File: src/hgc_pkg.sv
// Constants, field positions and carrier types of the hub global control bank.
// Assumes byte-wide register access decoded by the device's serial control slave.
package hgc_pkg;

  // ----------------------------------------
  // Register offsets
  // ----------------------------------------
  localparam logic [7:0] HGC_OFS_ADDR   = 8'h00;
  localparam logic [7:0] HGC_OFS_RESET  = 8'h01;
  localparam logic [7:0] HGC_OFS_CFG    = 8'h02;
  localparam logic [7:0] HGC_OFS_STATUS = 8'h04;
  localparam logic [7:0] HGC_OFS_THR_HI = 8'h05;
  localparam logic [7:0] HGC_OFS_THR_LO = 8'h06;

  // ----------------------------------------
  // Field positions
  // ----------------------------------------
  localparam int HGC_BIT_OVERRIDE  = 0;
  localparam int HGC_BIT_LOGIC_RST = 0;
  localparam int HGC_BIT_FULL_RST  = 1;
  localparam int HGC_BIT_RELOAD    = 2;
  localparam int HGC_BIT_RSVD_RW   = 5;
  localparam int HGC_BIT_PAR_EN    = 1;
  localparam int HGC_BIT_SLEEP_SEL = 2;
  localparam int HGC_BIT_OUT_EN    = 3;
  localparam int HGC_BIT_OUT_MODE  = 4;
  localparam int HGC_BIT_INIT_DONE = 6;

  // ----------------------------------------
  // Reset values and masks
  // ----------------------------------------
  localparam logic [7:0]  HGC_CFG_RESET    = 8'h1E;
  localparam logic [7:0]  HGC_CFG_WMASK    = 8'h1E;
  localparam logic [7:0]  HGC_THR_HI_RESET = 8'h01;
  localparam logic [7:0]  HGC_THR_LO_RESET = 8'h00;
  localparam logic [6:0]  HGC_ADDR_RESET   = 7'h00;
  localparam logic [15:0] HGC_CNT_MAX      = 16'hFFFF;

  // ----------------------------------------
  // Types
  // ----------------------------------------
  typedef enum logic [1:0]
  {
    HGC_TX_HIZ    = 2'b00,
    HGC_TX_HS0    = 2'b01,
    HGC_TX_LP11   = 2'b10,
    HGC_TX_NORMAL = 2'b11
  } hgc_tx_state_e;

  typedef enum logic [0:0]
  {
    HGC_LOAD_IDLE = 1'b0,
    HGC_LOAD_BUSY = 1'b1
  } hgc_load_state_e;

  typedef struct packed
  {
    logic       wr;
    logic       rd;
    logic [7:0] addr;
    logic [7:0] wdata;
  } hgc_reg_req_s;

  typedef struct packed
  {
    logic out_mode;
    logic out_en;
    logic sleep_sel;
    logic parity_en;
  } hgc_cfg_s;

endpackage

File: src/hgc_global_regs.sv
// Global control register bank of the four-input camera hub.
// Assumes the serial control slave hands over decoded single-byte reads and writes,
// and that the fuse loader answers each start pulse with one done pulse.
//
// Notes on behaviour
// RULE1: Address field read always returns the bus address currently answered to.
// RULE2: With override clear, address field is read-only and shows strapped address.
// RULE3: With override set, written address field becomes the answered bus address.
// RULE4: Reload bit restarts fuse configuration loading and clears itself.
// RULE5: Init-done status bit sets once fuse configuration loading has finished.
// RULE6: Full reset bit resets all logic including registers, then self-clears.
// RULE7: Logic-only reset bit resets logic, keeps registers, then self-clears.
// RULE8: Mode bit zero without assigned lock puts the output port in high impedance.
// RULE9: Mode bit one keeps output under per-port control, LP-11 without lock.
// RULE10: Sleep select one with output enable zero forces outputs to high impedance.
// RULE11: Sleep select zero with lock low drives outputs in HS-0.
// RULE12: Parity checker enable bit switches receive parity checking on or off.
// RULE13: Per-port parity flag sets once error count reaches the 16-bit threshold.
// RULE14: Sleep select and output enable both one leave outputs unforced.
`timescale 1ns/1ps
module hgc_global_regs
  import hgc_pkg::*;
#(
  parameter int NUM_PORTS = 4
)
(
  input  wire logic                 clk_in,
  input  wire logic                 reset_n_in,
  input  wire hgc_reg_req_s         reg_req_in,
  input  wire logic [6:0]           strap_address_in,
  input  wire logic [NUM_PORTS-1:0] rx_lock_in,
  input  wire logic [NUM_PORTS-1:0] port_assign_in,
  input  wire logic                 port_tx_enable_in,
  input  wire logic                 fuse_load_done_in,
  input  wire logic [NUM_PORTS-1:0] parity_error_in,
  output logic [7:0]                reg_rdata_out,
  output logic [6:0]                bus_address_out,
  output logic                      fuse_load_start_out,
  output logic                      logic_reset_out,
  output logic                      init_done_out,
  output hgc_cfg_s                  cfg_out,
  output hgc_tx_state_e             tx_state_out,
  output logic [NUM_PORTS-1:0]      parity_flag_out
);

  // ----------------------------------------
  // State
  // ----------------------------------------
  logic                 strap_taken_reg;
  logic [6:0]           strap_addr_reg;
  logic [6:0]           addr_field_reg;
  logic                 override_reg;
  logic                 reload_reg;
  logic                 full_rst_reg;
  logic                 logic_rst_reg;
  logic                 rsvd_rw_reg;
  logic [7:0]           cfg_reg;
  logic [7:0]           thr_hi_reg;
  logic [7:0]           thr_lo_reg;
  logic                 init_done_reg;
  logic                 start_reg;
  hgc_load_state_e      load_reg;
  hgc_load_state_e      load_next;
  logic [7:0]           rdata_reg;
  hgc_tx_state_e        tx_reg;
  hgc_tx_state_e        tx_next;
  logic [15:0]          cnt_reg [NUM_PORTS];
  logic [NUM_PORTS-1:0] flag_reg;

  // ----------------------------------------
  // Decode
  // ----------------------------------------
  wire logic        wr_addr    = reg_req_in.wr && (reg_req_in.addr == HGC_OFS_ADDR);
  wire logic        wr_reset   = reg_req_in.wr && (reg_req_in.addr == HGC_OFS_RESET);
  wire logic        wr_cfg     = reg_req_in.wr && (reg_req_in.addr == HGC_OFS_CFG);
  wire logic        wr_thr_hi  = reg_req_in.wr && (reg_req_in.addr == HGC_OFS_THR_HI);
  wire logic        wr_thr_lo  = reg_req_in.wr && (reg_req_in.addr == HGC_OFS_THR_LO);
  wire logic        regs_clear = full_rst_reg;
  wire logic        logic_clear = full_rst_reg || logic_rst_reg;
  wire logic [15:0] threshold  = {thr_hi_reg, thr_lo_reg};
  wire logic        any_lock   = |(rx_lock_in & port_assign_in);
  wire logic        reload_go  = (wr_reset && reg_req_in.wdata[HGC_BIT_RELOAD]) || full_rst_reg;
  wire logic [6:0]  cur_addr   = override_reg ? addr_field_reg : strap_addr_reg; // RULE1 RULE2 RULE3

  assign cfg_out.out_mode  = cfg_reg[HGC_BIT_OUT_MODE];
  assign cfg_out.out_en    = cfg_reg[HGC_BIT_OUT_EN];
  assign cfg_out.sleep_sel = cfg_reg[HGC_BIT_SLEEP_SEL];
  assign cfg_out.parity_en = cfg_reg[HGC_BIT_PAR_EN]; // RULE12

  wire logic [7:0] read_mux =
    (reg_req_in.addr == HGC_OFS_ADDR)   ? {cur_addr, override_reg} :
    (reg_req_in.addr == HGC_OFS_RESET)  ? {2'b00, rsvd_rw_reg, 2'b00, reload_reg, full_rst_reg, logic_rst_reg} :
    (reg_req_in.addr == HGC_OFS_CFG)    ? (cfg_reg & HGC_CFG_WMASK) :
    (reg_req_in.addr == HGC_OFS_STATUS) ? ({7'h00, init_done_reg} << HGC_BIT_INIT_DONE) :
    (reg_req_in.addr == HGC_OFS_THR_HI) ? thr_hi_reg :
    (reg_req_in.addr == HGC_OFS_THR_LO) ? thr_lo_reg : 8'h00;

  // ----------------------------------------
  // Strap capture and address register
  // ----------------------------------------
  // The strap is caught on the first clock after release and again on a full reset, never by the async reset itself.
  always_ff @(posedge clk_in or negedge reset_n_in)
  begin
    if (!reset_n_in)
    begin
      strap_taken_reg <= 1'b0;
      strap_addr_reg  <= HGC_ADDR_RESET;
    end
    else if (!strap_taken_reg || regs_clear)
    begin
      strap_taken_reg <= 1'b1;
      strap_addr_reg  <= strap_address_in; // RULE2
    end
  end

  always_ff @(posedge clk_in or negedge reset_n_in)
  begin
    if (!reset_n_in)
    begin
      override_reg   <= 1'b0;
      addr_field_reg <= HGC_ADDR_RESET;
    end
    else if (regs_clear)
    begin
      override_reg   <= 1'b0; // RULE6
      addr_field_reg <= HGC_ADDR_RESET;
    end
    else if (wr_addr)
    begin
      override_reg <= reg_req_in.wdata[HGC_BIT_OVERRIDE];
      if (reg_req_in.wdata[HGC_BIT_OVERRIDE])
        addr_field_reg <= reg_req_in.wdata[7:1]; // RULE3
    end
  end

  // ----------------------------------------
  // Reset control and configuration
  // ----------------------------------------
  // Self-clearing bits live exactly one cycle, so a read in that cycle sees them set.
  always_ff @(posedge clk_in or negedge reset_n_in)
  begin
    if (!reset_n_in)
    begin
      reload_reg    <= 1'b0;
      full_rst_reg  <= 1'b0;
      logic_rst_reg <= 1'b0;
      rsvd_rw_reg   <= 1'b0;
      cfg_reg       <= HGC_CFG_RESET;
      thr_hi_reg    <= HGC_THR_HI_RESET;
      thr_lo_reg    <= HGC_THR_LO_RESET;
    end
    else
    begin
      reload_reg    <= wr_reset && reg_req_in.wdata[HGC_BIT_RELOAD] && !regs_clear; // RULE4
      full_rst_reg  <= wr_reset && reg_req_in.wdata[HGC_BIT_FULL_RST] && !regs_clear; // RULE6
      logic_rst_reg <= wr_reset && reg_req_in.wdata[HGC_BIT_LOGIC_RST] && !regs_clear; // RULE7
      if (regs_clear)
      begin
        rsvd_rw_reg <= 1'b0; // RULE6
        cfg_reg     <= HGC_CFG_RESET;
        thr_hi_reg  <= HGC_THR_HI_RESET;
        thr_lo_reg  <= HGC_THR_LO_RESET;
      end
      else
      begin
        if (wr_reset)
          rsvd_rw_reg <= reg_req_in.wdata[HGC_BIT_RSVD_RW];
        if (wr_cfg)
          cfg_reg <= reg_req_in.wdata & HGC_CFG_WMASK;
        if (wr_thr_hi)
          thr_hi_reg <= reg_req_in.wdata;
        if (wr_thr_lo)
          thr_lo_reg <= reg_req_in.wdata;
      end
    end
  end

  // ----------------------------------------
  // Fuse configuration loader handshake
  // ----------------------------------------
  always_comb
  begin
    load_next = load_reg;
    case (load_reg)
      HGC_LOAD_IDLE: if (reload_go) load_next = HGC_LOAD_BUSY; // RULE4
      HGC_LOAD_BUSY: if (fuse_load_done_in && !reload_go) load_next = HGC_LOAD_IDLE; // RULE5
      default:       load_next = HGC_LOAD_IDLE;
    endcase
  end

  // A load starts by itself after power-up reset, so init-done is low until it ends.
  always_ff @(posedge clk_in or negedge reset_n_in)
  begin
    if (!reset_n_in)
    begin
      load_reg      <= HGC_LOAD_BUSY;
      start_reg     <= 1'b1;
      init_done_reg <= 1'b0;
    end
    else
    begin
      load_reg      <= load_next;
      start_reg     <= reload_go;
      init_done_reg <= (load_next == HGC_LOAD_IDLE); // RULE5
    end
  end

  // ----------------------------------------
  // Output port state
  // ----------------------------------------
  always_comb
  begin
    if (cfg_out.sleep_sel && !cfg_out.out_en)
      tx_next = HGC_TX_HIZ; // RULE10
    else if (!any_lock && !cfg_out.out_mode)
      tx_next = HGC_TX_HIZ; // RULE8
    else if (!any_lock && !cfg_out.sleep_sel)
      tx_next = HGC_TX_HS0; // RULE11
    else if (!any_lock || !port_tx_enable_in)
      tx_next = HGC_TX_LP11; // RULE9
    else
      tx_next = HGC_TX_NORMAL; // RULE14
  end

  always_ff @(posedge clk_in or negedge reset_n_in)
  begin
    if (!reset_n_in)
    begin
      tx_reg    <= HGC_TX_HIZ;
      rdata_reg <= 8'h00;
    end
    else
    begin
      tx_reg <= logic_clear ? HGC_TX_HIZ : tx_next;
      if (reg_req_in.rd)
        rdata_reg <= read_mux; // RULE1
    end
  end

  // ----------------------------------------
  // Parity error counting per port
  // ----------------------------------------
  // Counters saturate rather than wrap so a flag can never be missed by overflow.
  for (genvar p = 0; p < NUM_PORTS; p++)
  begin : g_parity
    wire logic        hit      = parity_error_in[p] && cfg_out.parity_en; // RULE12
    wire logic [15:0] cnt_next = (hit && cnt_reg[p] != HGC_CNT_MAX) ? cnt_reg[p] + 16'h0001 : cnt_reg[p];
    always_ff @(posedge clk_in or negedge reset_n_in)
    begin
      if (!reset_n_in)
      begin
        cnt_reg[p]  <= 16'h0000;
        flag_reg[p] <= 1'b0;
      end
      else if (logic_clear)
      begin
        cnt_reg[p]  <= 16'h0000; // RULE7
        flag_reg[p] <= 1'b0;
      end
      else
      begin
        cnt_reg[p]  <= cnt_next;
        flag_reg[p] <= flag_reg[p] || (cnt_next >= threshold); // RULE13
      end
    end
  end

  assign reg_rdata_out       = rdata_reg;
  assign bus_address_out     = cur_addr;
  assign fuse_load_start_out = start_reg;
  assign logic_reset_out     = logic_clear;
  assign init_done_out       = init_done_reg;
  assign tx_state_out        = tx_reg;
  assign parity_flag_out     = flag_reg;
endmodule // hgc_global_regs

File: config.mk
export PLATFORM = sky130hd
export DESIGN_NAME = hgc_global_regs
export DESIGN_NICKNAME = d
export VERILOG_FILES = /design/src/hgc_pkg.sv /design/src/hgc_global_regs.sv
export SDC_FILE = /design/constraint.sdc
export NUM_CORES = 1
export LEC_CHECK = 0
export BUFFER_PORTS_ARGS = -buffer_cell sky130_fd_sc_hd__buf_2
export CORE_UTILIZATION = 50
export DETAILED_ROUTE_END_ITERATION = 8
export GPL_ROUTABILITY_DRIVEN = 0
export GPL_TIMING_DRIVEN = 0
export HOLD_SLACK_MARGIN = 0.15
export PLACE_DENSITY = 0.69
export REMOVE_ABC_BUFFERS = 1
export SLEW_MARGIN = 25
export SYNTH_ARGS = -nofsm -noshare
export SYNTH_HDL_FRONTEND = slang
export SYNTH_SLANG_ARGS = --single-unit
File: constraint.sdc
create_clock -name clk_in -period 6.81 [get_ports clk_in]
set_clock_uncertainty 0.15 [all_clocks]
set_input_delay 1.362 -clock clk_in [delete_from_list [all_inputs] [get_ports clk_in]]
set_output_delay 1.362 -clock clk_in [all_outputs]
set_load 0.05 [all_outputs]
==> impl_metrics.toml <==
[setup_path]
worstPathMaxFanout = 35
endpoint_kind = "output port"
critPathLaunchType = "register"
r2r_start = "cfg_reg[1]"
crit_arrival_ps = 2710
r2r_slack_ps = 3470
rr_endpoint = "parity_flag_out[3]"
reg2reg_depth = 10
worstSetupPathType = "register to output port"
crit_required_ps = 5300
path_cells = "nor2_4 > inv_1 > buf_2"
slowest_delay_ps = 690
crit_path_top_delay_cell = "nor2_4"

[clocking]
htreeDepth = 4
cts-root-buf = "clkbuf_16"
post_cts_buffers = 0
ctsLongestPathBuffers = 2
cts.sinks = 121
clock_latency_ps = 430
clk_pin_slew_ps = 60
cts_tree = "yes"
cts-resized-gates = 0
ctsHoldBuffers = 0
cts_buffers = 17

[floorplanning]
die_area_mm2 = 0.0156
start_util_pct = 51.6
ios = 69
fp.dieW_um = 125
core-area_mm2 = 0.0146
dieHeight_um = 125
fp-row-count = 44

[finish]
largest_register_ffs = 64
drive_gt1_share_pct = 16.0
nets = 936
final_cells = 1024
flow.area_growth_from_synthesis_pct = 15.2
diodes = 0

[grt]
antenna_found_initial = 0
grt_use_total_pct = 25.5
grt_start_max_net_pins = 87
grt_pass1_wl_um = 31200
grt_pass1_vias = 6316
grt_overflow = 0

[run_status]
status = "complete, but fails checks"
violations = "design-rule violations"

[flow_run]
cap_violations = 0

[sta]
fmax_ghz = 0.237
period_share_pct = 62.0
drv_slew = 0
rsz0062_at_grt = "no"
fin_crit_ps = 4220
hold_violations = 0
slew_headroom_pct = 50.0
worst_slew_pin_slew_ps = 749
setup_viol = 0
final.setup.worst_slack_ps = 2590

[synthesis]
synthTopCellsByCount = "dfrtp_1, ha_1, and2_1, nor2_1, inv_1"
ys_seq_area_share_pct = 40.2
synth_area_leaders = "dfrtp_1, ha_1, and2_1, mux2i_1, xnor2_1"
synth.avg_cell_area_um2 = 9.90
yosys.area.top_type = "dfrtp_1"
synth_top_area_share_pct = 37.8
syn_inst = 763
ys_warn_count = 0
ys_async_sr_fraction_pct = 100
syn-cell-area_mm2 = 0.00755
synthDistinctLibCells = 57
synth_enable_flop_cells = 0
ys_seq_elements = 121
synth_flop_cell = "dfrtp_1"
synth.most_common_cell = "dfrtp_1"

[min_path]
min-delay-start = "load_reg"
hold_class = "register to register"
hold_path_end = "load_reg"
whs_path_depth = 2

[routing]
dr.max_layer_used = "met4"
drt-initial-drc-count = 364
wirelength_met1_um = 8380
drt_wl_total_um = 18700
via_count = 6173
viasPerCell = 6.03
drc = 2
antenna_left = 0
wl_met2_um = 8930
drt-pass1-iter-count = 7
met3_length_um = 815
wire_per_inst_um = 18.3

[place]
io_buffers = 68
post-place-ws_ps = 2700
place_inst = 992
dpl.hpwl_um = 13500

[power_and_ir_drop]
p_leak_nw = 4.24
finalPower_mw = 2.06
pwr_density_cell_mw_per_mm2 = 237
peakVddDrop_v = 0.000204
## worst max-delay path by stage
stage | cells after the start | from | slack [ps] | end
finish | 3 | full_rst_reg | 2590 | logic_reset_out
global route | 3 | full_rst_reg | 2400 | logic_reset_out
CTS | 3 | full_rst_reg | 2230 | logic_reset_out
detailed placement | 3 | full_rst_reg | 2700 | logic_reset_out
global placement | 3 | full_rst_reg | -100 | logic_reset_out
floorplan | 2 | full_rst_reg | 2300 | logic_reset_out
## cell families after synthesis
kind of cell / synth area share (%)
simple gates: 19.5
buf+inv: 3.02
other cells: 0.0497
mux: 6.69
xor+xnor: 6.03
flops: 40.2
compound gates: 13.2
fa+ha+maj: 11.3
## critical path, delay by kind of cell (launching register included)
family,cells,cell delay [ps]
flip-flops,1,640
AND/OR/NAND/NOR,1,690
buffers and inverters,2,930
## cell type report
cell class                 instances  area [um^2]
multi-input combinational        584         4300
clock inverter                    11          148
sequential                       121         3040
tap                              184          230
timing repair buffer              70          405
inverter                          33          124
fill                            1227         5940
clock buffer                      21          460
## stage by stage
| step | instance area (um^2) | utilization (%) | hold slack (ps) | setup TNS, ps |
|---|---|---|---|---|
| final | 8700 | 59.4 | 348 | 0 |
| after floorplan | 7450 | - | 311 | 0 |
| after global routing | 8700 | 59.4 | 373 | 0 |
| after CTS | 8700 | 59.4 | 352 | 0 |
| after detailed placement | 8090 | 55.3 | 343 | 0 |
| after global placement | 8020 | 54.8 | 326 | -101 |
## cells in the final DEF (no fill, tap or decap), types with 5 or more instances in the layout
cell / instances
dfrtp_1: 113
nor3_1: 13
buf_2: 67
dfstp_2: 7
nand4_1: 18
and2_1: 64
a211o_1: 5
o21a_1: 6
nand3_1: 25
a211oi_1: 14
o2111ai_1: 7
nor4_1: 9
clkbuf_16: 17
xnor2_1: 30
a21o_1: 8
mux2i_1: 28
inv_1: 33
nand2_1: 30
o21ai_0: 21
mux2_2: 20
a21oi_1: 30
and3_1: 15
a31oi_1: 13
ha_1: 68
and4_1: 8
o211ai_1: 18
xor2_1: 22
nor2_1: 57
o22ai_1: 6
## per-layer routing
layer	vias up	track usage [%]
li1	2918	-
met1	3014	32.2
met2	190	42.3
met3	51	4.64
met4	0	12.4
met5	-	0
## power by group
part           total [mW]  switching (mW)  internal, mW
clock               0.924           0.331         0.593
sequential          0.816          0.0514         0.765
combinational       0.322           0.189         0.134
Power figures use the tool's default switching activity.
